===== src/rfbc_cfg.svh =====
`ifndef RFBC_CFG_SVH
`define RFBC_CFG_SVH

// ----------------------------------------------------------------------------
// Register location and field positions
// ----------------------------------------------------------------------------
`define RFBC_ADDR_W          6
`define RFBC_DATA_W          16
`define RFBC_CTRL_B_ADDR     6'h07
`define RFBC_EN_BIT          14
`define RFBC_INV_BIT         13
`define RFBC_SINGLE_BIT      12

// ----------------------------------------------------------------------------
// Reset values
// ----------------------------------------------------------------------------
`define RFBC_EN_RST          1'h0
`define RFBC_INV_RST         1'h0
`define RFBC_SINGLE_RST      1'h0
`define RFBC_LEVEL_RST       1'h0
`define RFBC_OE_RST          1'h0
`define RFBC_LOWZ_RST        1'h0

`endif


===== src/rfbc_pkg.sv =====
package rfbc_pkg;

  // Radio operating state as reported by the transceiver sequencer.
  typedef enum logic [2:0] {
    RFBC_RADIO_IDLE      = 3'h0,
    RFBC_RADIO_RX        = 3'h1,
    RFBC_RADIO_TX        = 3'h2,
    RFBC_RADIO_DOZE      = 3'h3,
    RFBC_RADIO_HIBERNATE = 3'h4
  } rfbc_radio_t;

  // Control bits held for the bias output.
  typedef struct packed {
    logic biasOutEnable;
    logic biasOutInvert;
    logic singlePortSelect;
  } rfbc_ctrl_t;

  // Pin drive: level, tristate enable and strong-low marker.
  typedef struct packed {
    logic level;
    logic oe;
    logic lowZ;
  } rfbc_pin_t;

  // Drive phase of the pin, one-hot.
  typedef enum logic [2:0] {
    RFBC_PH_FLOAT = 3'h1,
    RFBC_PH_LOW   = 3'h2,
    RFBC_PH_HIGH  = 3'h4
  } rfbc_phase_t;

endpackage


===== src/rfbc_level_decode.sv =====
`timescale 1ns/1ps
`default_nettype none

module rfbc_level_decode
  import rfbc_pkg::*;
(
  input  wire rfbc_ctrl_t  ctrl,
  input  wire rfbc_radio_t radioState,
  output rfbc_pin_t        pinNext
);

  // --------------------------------------------------------------------------
  // Pin decode
  // --------------------------------------------------------------------------
  // Enable first, then the active operation, then port mode.
  always_comb begin
    pinNext = '{level: 1'h0, oe: 1'h0, lowZ: 1'h0};
    if (!ctrl.biasOutEnable) begin
      pinNext.oe = 1'h0;
    end else begin
      pinNext.oe = 1'h1;
      case (radioState)
        RFBC_RADIO_TX: begin
          if (ctrl.singlePortSelect) begin
            pinNext.level = 1'h1;
          end else begin
            pinNext.level = ~ctrl.biasOutInvert;
          end
        end
        RFBC_RADIO_RX: begin
          if (ctrl.singlePortSelect) begin
            pinNext.level = 1'h0;
          end else begin
            pinNext.level = ctrl.biasOutInvert;
          end
        end
        RFBC_RADIO_HIBERNATE: begin
          pinNext.level = 1'h0;
          pinNext.lowZ  = 1'h1;
        end
        // Idle, doze and any unknown code pull the pin low, the safe level.
        default: begin
          pinNext.level = 1'h0;
        end
      endcase
    end
  end

endmodule

`default_nettype wire


===== src/rfbc_bias_output.sv =====
`timescale 1ns/1ps
`default_nettype none
`include "rfbc_cfg.svh"

module rfbc_bias_output
  import rfbc_pkg::*;
#(
  parameter int ADDR_W = `RFBC_ADDR_W,
  parameter int DATA_W = `RFBC_DATA_W
)
(
  input  wire logic              sys_clk,
  input  wire logic              rstn,
  input  wire logic              regWrStrobe,
  input  wire logic [ADDR_W-1:0] regWrAddr,
  input  wire logic [DATA_W-1:0] regWrData,
  input  wire rfbc_radio_t       radioState,
  output logic                   rfBiasControlOut,
  output logic                   rfBiasControlOe,
  output logic                   rfBiasLowZ,
  output rfbc_ctrl_t             biasCtrlBits,
  output rfbc_phase_t            biasPhase
);

  // --------------------------------------------------------------------------
  // Declarations
  // --------------------------------------------------------------------------
  rfbc_ctrl_t  ctrl_q;
  rfbc_ctrl_t  ctrl_d;
  rfbc_pin_t   pin_q;
  rfbc_pin_t   pin_d;
  rfbc_pin_t   pinNext;
  rfbc_phase_t phase_q;
  rfbc_phase_t phase_d;
  logic        ctrlWrHit;

  // --------------------------------------------------------------------------
  // Control register capture
  // --------------------------------------------------------------------------
  // The serial host port decoder hands over whole words; only the word for
  // the second modem control register carries the bias bits.
  assign ctrlWrHit = regWrStrobe
                  && (regWrAddr == ADDR_W'(`RFBC_CTRL_B_ADDR));

  // Other bits of that word belong to other blocks and are ignored here.
  always_comb begin
    ctrl_d = ctrl_q;
    if (ctrlWrHit) begin
      ctrl_d.biasOutEnable    = regWrData[`RFBC_EN_BIT];
      ctrl_d.biasOutInvert    = regWrData[`RFBC_INV_BIT];
      ctrl_d.singlePortSelect = regWrData[`RFBC_SINGLE_BIT];
    end
  end

  // Reset leaves the output disabled, not inverted and in dual-port mode.
  always_ff @(posedge sys_clk or negedge rstn) begin
    if (!rstn) begin
      ctrl_q.biasOutEnable    <= `RFBC_EN_RST;
      ctrl_q.biasOutInvert    <= `RFBC_INV_RST;
      ctrl_q.singlePortSelect <= `RFBC_SINGLE_RST;
    end else begin
      ctrl_q <= ctrl_d;
    end
  end

  // --------------------------------------------------------------------------
  // Level decode
  // --------------------------------------------------------------------------
  // Decode works on the held bits, so a register write reaches the pin one
  // clock after it lands; radio state changes reach it on the next edge.
  rfbc_level_decode u_decode (
    .ctrl       (ctrl_q),
    .radioState (radioState),
    .pinNext    (pinNext)
  );

  // --------------------------------------------------------------------------
  // Pin registers
  // --------------------------------------------------------------------------
  // Level and enable are both registered so the pad never sees a decode
  // glitch while the radio state bus settles.
  always_comb begin
    pin_d = pinNext;
  end

  always_ff @(posedge sys_clk or negedge rstn) begin
    if (!rstn) begin
      pin_q.level <= `RFBC_LEVEL_RST;
      pin_q.oe    <= `RFBC_OE_RST;
      pin_q.lowZ  <= `RFBC_LOWZ_RST;
    end else begin
      pin_q <= pin_d;
    end
  end

  // --------------------------------------------------------------------------
  // Drive phase tracker
  // --------------------------------------------------------------------------
  // Reports how the pin is being driven, for status and debug readout.
  always_comb begin
    case (phase_q)
      RFBC_PH_FLOAT: begin
        phase_d = RFBC_PH_FLOAT;
      end
      RFBC_PH_LOW: begin
        phase_d = RFBC_PH_LOW;
      end
      RFBC_PH_HIGH: begin
        phase_d = RFBC_PH_HIGH;
      end
      default: begin
        phase_d = RFBC_PH_FLOAT;
      end
    endcase
    if (!pin_d.oe) begin
      phase_d = RFBC_PH_FLOAT;
    end else if (pin_d.level) begin
      phase_d = RFBC_PH_HIGH;
    end else begin
      phase_d = RFBC_PH_LOW;
    end
  end

  always_ff @(posedge sys_clk or negedge rstn) begin
    if (!rstn) begin
      phase_q <= RFBC_PH_FLOAT;
    end else begin
      phase_q <= phase_d;
    end
  end

  // --------------------------------------------------------------------------
  // Outputs
  // --------------------------------------------------------------------------
  // All outputs come straight from flip-flops.
  assign rfBiasControlOut = pin_q.level;
  assign rfBiasControlOe  = pin_q.oe;
  assign rfBiasLowZ       = pin_q.lowZ;
  assign biasCtrlBits     = ctrl_q;
  assign biasPhase        = phase_q;

endmodule

`default_nettype wire


===== config.mk =====
export PLATFORM = sky130hd
export DESIGN_NAME = rfbc_bias_output
export DESIGN_NICKNAME = d
export VERILOG_FILES = /design/src/rfbc_pkg.sv /design/src/rfbc_level_decode.sv /design/src/rfbc_bias_output.sv
export VERILOG_INCLUDE_DIRS = /design/src
export SDC_FILE = /design/constraint.sdc
export NUM_CORES = 1
export LEC_CHECK = 0
export ABC_AREA = 1
export BUFFER_PORTS_ARGS = -buffer_cell sky130_fd_sc_hd__clkbuf_2
export CORE_MARGIN = 1.5
export CORE_UTILIZATION = 29
export CTS_CLUSTER_SIZE = 24
export DETAILED_ROUTE_END_ITERATION = 7
export PLACE_DENSITY = 0.74
export SETUP_SLACK_MARGIN = 0.4
export SLEW_MARGIN = 20
export SYNTH_ARGS = -nofsm -noshare
export SYNTH_HDL_FRONTEND = slang
export SYNTH_HIERARCHICAL = 1
export SYNTH_SLANG_ARGS = --single-unit
export TNS_END_PERCENT = 30

===== constraint.sdc =====
create_clock -name sys_clk -period 0.8 [get_ports sys_clk]
set_input_delay 0 -clock sys_clk [delete_from_list [all_inputs] [get_ports sys_clk]]
set_output_delay 0 -clock sys_clk [all_outputs]
set_load 0.02 [all_outputs]

## Word level (Yosys, flattened, before mapping)

Cells that the tools add are included.

| operators by class | value |
|---|---|
| multiplexer cells | 9 |
| eq/ne operators | 4 |
| reduce and logical (&&, ||, !) cells | 1 |
| bitwise logic cells | 1 |

Operator list:

| cell | number |
|---|---|
| $eq 6x3->1 const B | 1 |
| $mux 1 | 6 |
| $mux 3 | 2 |
| $eq 3x1->1 const B | 1 |
| $eq 3x2->1 const B | 1 |
| $eq 3x3->1 const B | 1 |
| $pmux 1 s2 | 1 |
| $logic_and 1x1->1 | 1 |
| $not 1->1 | 1 |

| storage, ports and cells | value |
|---|---|
| register bits after elaboration | 9 |
| logic and storage cells | 22 |
| output and inout bits | 9 |

## Longest topological paths before layout

Gate-level depths: netlist (run 1).

| depth | value |
|---|---|
| word-level depth | 6 |
| gate-level depth with buffers | 7 |
| gate-level depth less buffers | 7 |

## Modules after synthesis

Netlist (run 1), hierarchy kept.

Modules (own cells, without submodules):

| module | cells each | instances | seq. area each (µm²) | area each (µm²) |
|---|---|---|---|---|
| rfbc_bias_output | 32 | 1 | 226.5 | 339.1 |
| rfbc_level_decode | 14 | 1 | 0.0 | 57.6 |

## Least setup slack after synthesis (run 1)

Ideal clock, no wire load.

| timing | value |
|---|---|
| path type | register -> register |
| start | register ctrl_q (netlist bit biasCtrlBits[0]) |
| end | register phase_q[1] (netlist: biasPhase[1]) |
| data required time | 0.678 ns |
| path buffers | 0 |
| arrival | 0.851 ns |
| setup slack | -0.174 ns |
| cell stages (with the launch flop) | 7 |
| library setup time | 0.122 ns |
| cell sequence | dfrtp_1 > inv_1 > nand2_1 > nand2_1 > nand2_1 > nor2_1 > nor2_1 |

RTL lines:

| item | RTL line | RTL |
|---|---|---|
| start, declared | rfbc_bias_output.sv:28 | `rfbc_ctrl_t ctrl_q;` |
| start signal, assigned | rfbc_bias_output.sv:62 | `ctrl_q <= ctrl_d;` |
| end signal, assigned | rfbc_bias_output.sv:128 | `phase_q <= phase_d;` |
| end, declared | rfbc_bias_output.sv:33 | `rfbc_phase_t phase_q;` |

## Final worst setup path (run 1)

| timing | value |
|---|---|
| start | register ctrl_q (netlist bit biasCtrlBits[0]) |
| end | output port biasCtrlBits[0] in the netlist's numbering |

RTL lines:

| item | RTL line | RTL |
|---|---|---|
| end, declared | rfbc_bias_output.sv:21 | `output rfbc_ctrl_t biasCtrlBits,` |

No word-level cell between the ends.

==> out/results.tsv, run 1 <==
stage	metric	value	unit
synth	Post-Syn Area	397	µm²
critical_path	Required @ worst endpoint	0.80	ns
finish	filler instances	126	
sta	fin worst setup slack	-0.111	ns
clocking	worst-skew pair later-pin latency	0.26	ns
clocking	Worst-path clk slew	0.06	ns
status	status	finished, violations left	
sta	final setup violation count	9	
clocking	hold buffers post-CTS	1	
sta	skew final	0.00335	ns
floorplan	Total Die Area	1600	µm²
sta	count of pins over their slew limit	0	
floorplan	Core ar.	1280	µm²
synth	number of flops mapped to enable cells by yosys	0	
finish	fraction of layout cells with a size suffix above 1	0.584	
clocking	H-tree levels	1	
clocking	clock root buffer	clkbuf_4	
place	placed cell count	86	
place	dpl ws	-0.0876	ns
floorplan	initial core utilization	0.309	
critical_path	crit-path max FO	2	
finish	Area Growth Syn to Fin	77.9	%
synth	Post-Syn Area per Cell	8.62	µm²
sta	Max-slew headroom	0.872	
sta	minimum clock period	0.911	ns
route	aggregate routed wire length	755	µm
power	overall power	1.25	mW
critical_path	r2r endpoint	biasPhase[2]	
clocking	CTS tree	built	
synth	ys async rst share	1.00	
synth	Yosys reg bits	9	
synth	Cells after Synth	46	
synth	leading register cell type out of synthesis	dfrtp_1	
synth	top-count cell post-synth	nand2_1	
route	1st-pass router iterations	4	
worst_hold_path	Hold Startpoint	radioState[0]	
critical_path	Reg2Reg Setup Slack	-0.10	ns
power	Clock Power Share	0.274	
route	via count of the routed design	385	
synth	synth top area cells	dfrtp_1 (50%), nand2_1 (12%), inv_1 (8.5%), dfstp_2 (6.6%), nor2_4 (5.7%)	
critical_path	R2R depth	7	
worst_hold_path	Worst Hold End	rfBiasLowZ	
synth	Yosys top cell by area	dfrtp_1	
power	sequential share of power	0.424	
synth	sequential area share after synthesis	0.571	
clocking	clock buffer count from CTS	3	
floorplan	Rows	13	
place	gpl congestion	0.759	
place	area post-placement	551	µm²
synth	syn nets	74	
finish	Final Non-Filler Cells	92	
power	Pwr Density	1770	nW/µm²
route	average wire per standard cell	8.21	µm
critical_path	Crit Path Class	flip-flop to primary output	
place	DP Wirelength	549	µm
sta	Worst Tran Pin Value	0.191	ns
power	switching power	0.346	mW
global_route	grt ovf	0	
sta	RSZ-0062 raised after global routing	true	
sta	worst hold slack	-0.0809	ns
worst_hold_path	Cells on Worst Hold Path	2	
flow_run	Max Cap Violations	0	
global_route	vias in the first global route	308	
sta	final hold violation count	4	
clocking	CTS max path bufs	2	
floorplan	die height	40.0	µm
worst_hold_path	Hold Path Class	input port to flip-flop	
synth	YS warnings	6	
power	Internal	0.905	mW
status	violated checks	negative hold slack, negative setup slack	
global_route	first-pass GRT wire length	1.19	mm
synth	number of distinct library cells after synthesis	10	
route	Routed Antenna Nets	0	
route	Iter 0 DRT Violations	1	
critical_path	worst r2r src	biasCtrlBits[0]	
global_route	initial antenna violation count	0	
floorplan	I/O Pins	37	
finish	Final Cell Area	706	µm²
power	switching fraction of total power	0.277	
finish	antenna cells	0	
synth	post-synth top area share	0.505	
clocking	Num Clock Sinks	9	
finish	Final #Nets	106	
global_route	GR Util All Layers	0.123	
critical_path	Worst EP arrival	0.91	ns
power	Comb power frac	0.302	
floorplan	die width	40.0	µm
route	post-DR vias/cell	4.18	
synth	synth cell count leaders	nand2_1 (13), inv_1 (9), dfrtp_1 (8)	
global_route	largest net degree at the start of global routing	10	
route	post-route DRC violation count	0	
place	port bufs	23	
sta	fin crit share	1.14	
power	Max VDD drop	801	µV
sta	Achievable Freq	1100	MHz
critical_path	Startpoint Class	flip-flop	
power	Leakage	0.387	nW
critical_path	CP Capture Type	primary output	
-- power groups by stage --
stage	clock network (mW)	logic [mW]	registers [mW]
floorplan	0	0.0799	0.591
global placement	0	0.252	0.525
detailed placement	0	0.256	0.527
CTS	0.362	0.356	0.527
global route	0.393	0.409	0.535
finish	0.342	0.378	0.530
-- metal layers --
metal | share of wire | up-vias | GRT usage
li1 | - | 197 | -
met1 | 0.38 | 165 | 0.118
met2 | 0.54 | 23 | 0.202
met3 | 0.082 | 0 | 0.0667
met4 | 0 | 0 | 0.0776
met5 | 0 | - | 0
-- flip-flops by register name, summed over array words and instances, names as in the netlist --
| name | flops |
|---|---|
| rfBiasControlOut | 1 |
| rfBiasLowZ | 1 |
| biasPhase | 3 |
| rfBiasControlOe | 1 |
| biasCtrlBits | 3 |
-- kinds of logic (layout without fill, tap and decap cells) --
logic type / count (synthesis) / in the layout / synth area share
simple gates: 27 / 27 / 0.325
flops: 9 / 9 / 0.571
buf+inv: 10 / 41 / 0.104
-- final cells by class --
| class | count | area, µm² | area share |
|---|---|---|---|
| Timing Repair Buffer | 28 | 254 | 0.360 |
| Clock buffer | 4 | 26.3 | 0.0372 |
| Tap cell | 15 | 18.8 | 0.0266 |
| Inverter | 9 | 33.8 | 0.0479 |
| Multi-Input combinational cell | 27 | 144 | 0.204 |
| Sequential cell | 9 | 229 | 0.324 |
-- worst max-delay path, cell delays in order, from the launching register on --
cell	delay (ns)
dfrtp_2	0.42
buf_6	0.12
buf_8	0.12
-- worst max path at each step --
stage | slack (ns) | depth (start not counted) | endpoint | start
2_1_floorplan | -0.12 | 6 | biasPhase[1] | biasCtrlBits[0]
3_3_place_gp | -0.06 | 6 | biasPhase[1] | biasCtrlBits[0]
3_5_place_dp | -0.09 | 6 | biasPhase[1] | biasCtrlBits[0]
4_1_cts | -0.13 | 2 | biasCtrlBits[0] | biasCtrlBits[0]
5_1_grt | -0.18 | 7 | biasPhase[2] | biasCtrlBits[0]
6_report | -0.11 | 2 | biasCtrlBits[0] | biasCtrlBits[0]
-- per-stage QoR --
stage	util	TNS [ns]	hold slack [ns]
floorplan	-	-0.270	-0.296
global placement	0.428	-0.103	-0.143
detailed placement	0.428	-0.163	-0.138
CTS	0.537	-0.789	-0.0990
global route	0.549	-1.13	-0.0914
finish	0.549	-0.653	-0.0809
-- placed cells by master (no fill, tap or decap) --
cell type      netlist  final
nor2_4               2      2
clkbuf_1             0      1
dfstp_2              1      1
clkbuf_8             0      5
dlygate4sd3_1        0      1
clkbuf_2             0     13
buf_6                0      4
dfrtp_1              8      6
inv_2                0      2
buf_8                0      4
inv_1                9      7
nor3_2               0      1
nor2_2               0      1
clkbuf_4             0      3
buf_2                0      1
nand2_1             13     10
dfrtp_2              0      2
nand2_2              3      6
nand3_1              3      3
nor2_1               5      4
-- repair_timing --
| action | CTS | global route |
|---|---|---|
| pin swaps | 2 | 1 |
| endpoints found under the setup margin | 18 | 19 |
| resized for setup | 20 | 9 |
| setup buffers | 1 | 0 |
| hold endpoints to repair | 13 | 3 |
| gates cloned | 0 | 0 |
(Power assumes the default switching activity.)
==> run 2: changes to the inputs <==
Settings changed: CORE_MARGIN 1.5 to 1, PLACE_DENSITY 0.74 to 0.72, SKIP_LAST_GASP set to 1.
Clock period 0.8 ns to 0.9 ns, I/O delays scaled along.
==> run 2 against run 1 <==
The flow still finishes with violations (negative hold slack, negative setup slack); sequential share of layout area up 3.2 points; worst setup slack better by 0.070 ns; first-iteration DRC count unchanged; critical path type is now flip-flop to flip-flop; highest routed layer unchanged.
==> out/results.tsv, run 2 (synthesis results as in run 1) <==
stage	metric	value	unit	change
route	met3 WL	72	µm	+16%
worst_hold_path	Hold Startpoint	radioState[0]		
power	overall power	1.06	mW	-15%
clocking	worst-skew pair later-pin latency	0.25	ns	about the same
floorplan	I/O Pins	37		unchanged
route	1st-pass router iterations	2		-2
finish	area occupied by multi-input gates	141	µm²	-1.7%
power	Leakage	0.370	nW	-4.3%
finish	filler instances	122		-3.2%
floorplan	die height	39.0	µm	-2.5%
sta	Achievable Freq	1060	MHz	
floorplan	Rows	12		-1
sta	Worst Tran Pin Value	0.221	ns	+0.0294 ns
critical_path	Required @ worst endpoint	1.10	ns	+0.30 ns
sta	fin crit share	1.05		
place	DP Wirelength	593	µm	+8.1%
finish	fraction of layout cells with a size suffix above 1	0.558		-0.0260
clocking	CTS max path bufs	2		unchanged
sta	final hold violation count	4		unchanged
status	violated checks	negative hold slack, negative setup slack		
clocking	Num Clock Sinks	9		unchanged
critical_path	Startpoint Class	flip-flop		
finish	Final Cell Area	643	µm²	-8.9%
clocking	H-tree levels	1		unchanged
worst_hold_path	Hold Path Class	input port to flip-flop		
place	port bufs	23		unchanged
critical_path	cells along the critical path	inv_2 > nand2_2 > nand2_1 > nand2_1 > nor2_2 > buf_4		
critical_path	crit-path max FO	3		+1
route	aggregate routed wire length	763	µm	+1.1%
clocking	hold buffers post-CTS	1		unchanged
floorplan	Total Die Area	1520	µm²	-4.9%
sta	count of pins over their slew limit	0		unchanged
sta	TNS Setup	-0.127	ns	+0.526 ns
global_route	GR Util All Layers	0.134		+0.0114
clocking	CTS tree	built		
finish	commonest cells after routing, fill and taps aside	clkbuf_2 (20), nand2_1 (11), inv_1 (8)		
global_route	largest net degree at the start of global routing	10		unchanged
floorplan	initial core utilization	0.334		+0.0257
finish	antenna cells	0		unchanged
route	via count of the routed design	372		-3.4%
global_route	first-pass GRT wire length	1.26	mm	+6.4%
critical_path	CP Capture Type	flip-flop		
critical_path	R2R depth	6		-1
place	placed cell count	84		-2.3%
finish	Final Non-Filler Cells	91		-1.1%
critical_path	Crit Path Class	flip-flop to flip-flop		
sta	fin worst setup slack	-0.0408	ns	+0.0703 ns
finish	Reg area	229	µm²	unchanged
finish	Area Growth Syn to Fin	62.1	%	
place	gpl congestion	0.634		-16%
worst_hold_path	Cells on Worst Hold Path	2		unchanged
clocking	clock buffer count from CTS	3		unchanged
critical_path	Worst Path Buf+Inv	2		unchanged
route	M1 wire length	327	µm	+14%
clocking	Worst-path clk slew	0.06	ns	about the same
route	Iter 0 DRT Violations	1		unchanged
finish	Final #Nets	106		unchanged
sta	minimum clock period	0.941	ns	
critical_path	worst r2r src	biasCtrlBits[0]		
critical_path	Reg2Reg Setup Slack	-0.04	ns	+0.06 ns
global_route	vias in the first global route	339		+10%
route	post-DR vias/cell	4.09		-2.3%
route	average wire per standard cell	8.38	µm	+2.2%
power	Max VDD drop	723	µV	-9.7%
sta	skew final	0.00270	ns	-0.000644 ns
critical_path	Worst EP arrival	1.14	ns	+0.23 ns
place	area post-placement	542	µm²	-1.6%
route	Routed Antenna Nets	0		unchanged
flow_run	Max Cap Violations	0		unchanged
status	status	finished, violations left		
global_route	initial antenna violation count	0		unchanged
worst_hold_path	Worst Hold End	rfBiasLowZ		
sta	worst hold slack	-0.0813	ns	-0.000371 ns
critical_path	slowest CP cell	dfrtp_2		
critical_path	Most Frequent Cell on Critical Path	nand2_1		
clocking	clock root buffer	clkbuf_4		
route	post-route DRC violation count	0		unchanged
route	Top Metal Used	met3		
sta	Max-slew headroom	0.853		-0.0196
global_route	grt ovf	0		unchanged
critical_path	r2r endpoint	rfBiasControlOut		
critical_path	top cell family by delay on the critical path	flip-flops		
sta	RSZ-0062 raised after global routing	true		
finish	commonest non-fill, non-tap cell in the layout	clkbuf_2		
sta	final setup violation count	6		-3
floorplan	Core ar.	1190	µm²	-7.7%
floorplan	die width	39.0	µm	-2.5%
power	Pwr Density	1640	nW/µm²	-7.2%
route	wire length on met2	362	µm	-10%
critical_path	Max stage delay on crit path	0.42	ns	about the same
run 2: changes by cell type in the layout (fill, tap and decap cells not counted), sizes merged:
cell    before  now
buf          9    6
clkbuf      22   25
run 2: through the flow:
step | setup slack, ns | hold slack, ns | utilization
3_5_place_dp | -0.00786 | -0.137 | 0.457
5_1_grt | -0.125 | -0.0878 | 0.542
4_1_cts | -0.0353 | -0.0980 | 0.522
6_report | -0.0408 | -0.0813 | 0.542
2_1_floorplan | -0.0235 | -0.296 | -
3_3_place_gp | 0.00675 | -0.141 | 0.457
run 2: how the worst max path moves through the flow:
| stage | startpoint | endpoint | slack (ns) | depth (start not counted) |
|---|---|---|---|---|
| floorplan | biasCtrlBits[0] | biasPhase[1] | -0.02 | 6 |
| global placement | biasCtrlBits[0] | biasPhase[1] | 0.007 | 6 |
| detailed placement | biasCtrlBits[0] | biasPhase[1] | -0.008 | 6 |
| CTS | biasCtrlBits[2] | biasCtrlBits[2] | -0.04 | 2 |
| global route | biasCtrlBits[0] | biasPhase[2] | -0.13 | 7 |
| finish | biasCtrlBits[0] | rfBiasControlOut | -0.04 | 6 |
run 2: report_power, final:
part / total, mW / switching (mW) / internal [mW]
registers: 0.470 / 0.0212 / 0.448
clock network: 0.304 / 0.134 / 0.170
logic: 0.284 / 0.143 / 0.141
run 2: layout make-up:
type                            instances  share of cell area
Clock buffer                            4              0.0409
Inverter                                9              0.0525
Multi-Input combinational cell         27               0.220
Timing Repair Buffer                   28               0.304
Sequential cell                         9               0.356
Tap cell                               14              0.0272
run 2: per-layer routing:
layer	GRT usage	up-vias
li1	-	197
met1	0.125	151
met2	0.229	24
met3	0.0520	0
met4	0.103	0
met5	0	-
run 2: timing repair:
action / 4_1_cts / 5_1_grt
pin swaps: 0 / 4
buffers inserted: 1 / 1
endpoints found under the hold margin: 13 / 4
endpoints found under the setup margin: 18 / 18
resized for setup: 5 / 7
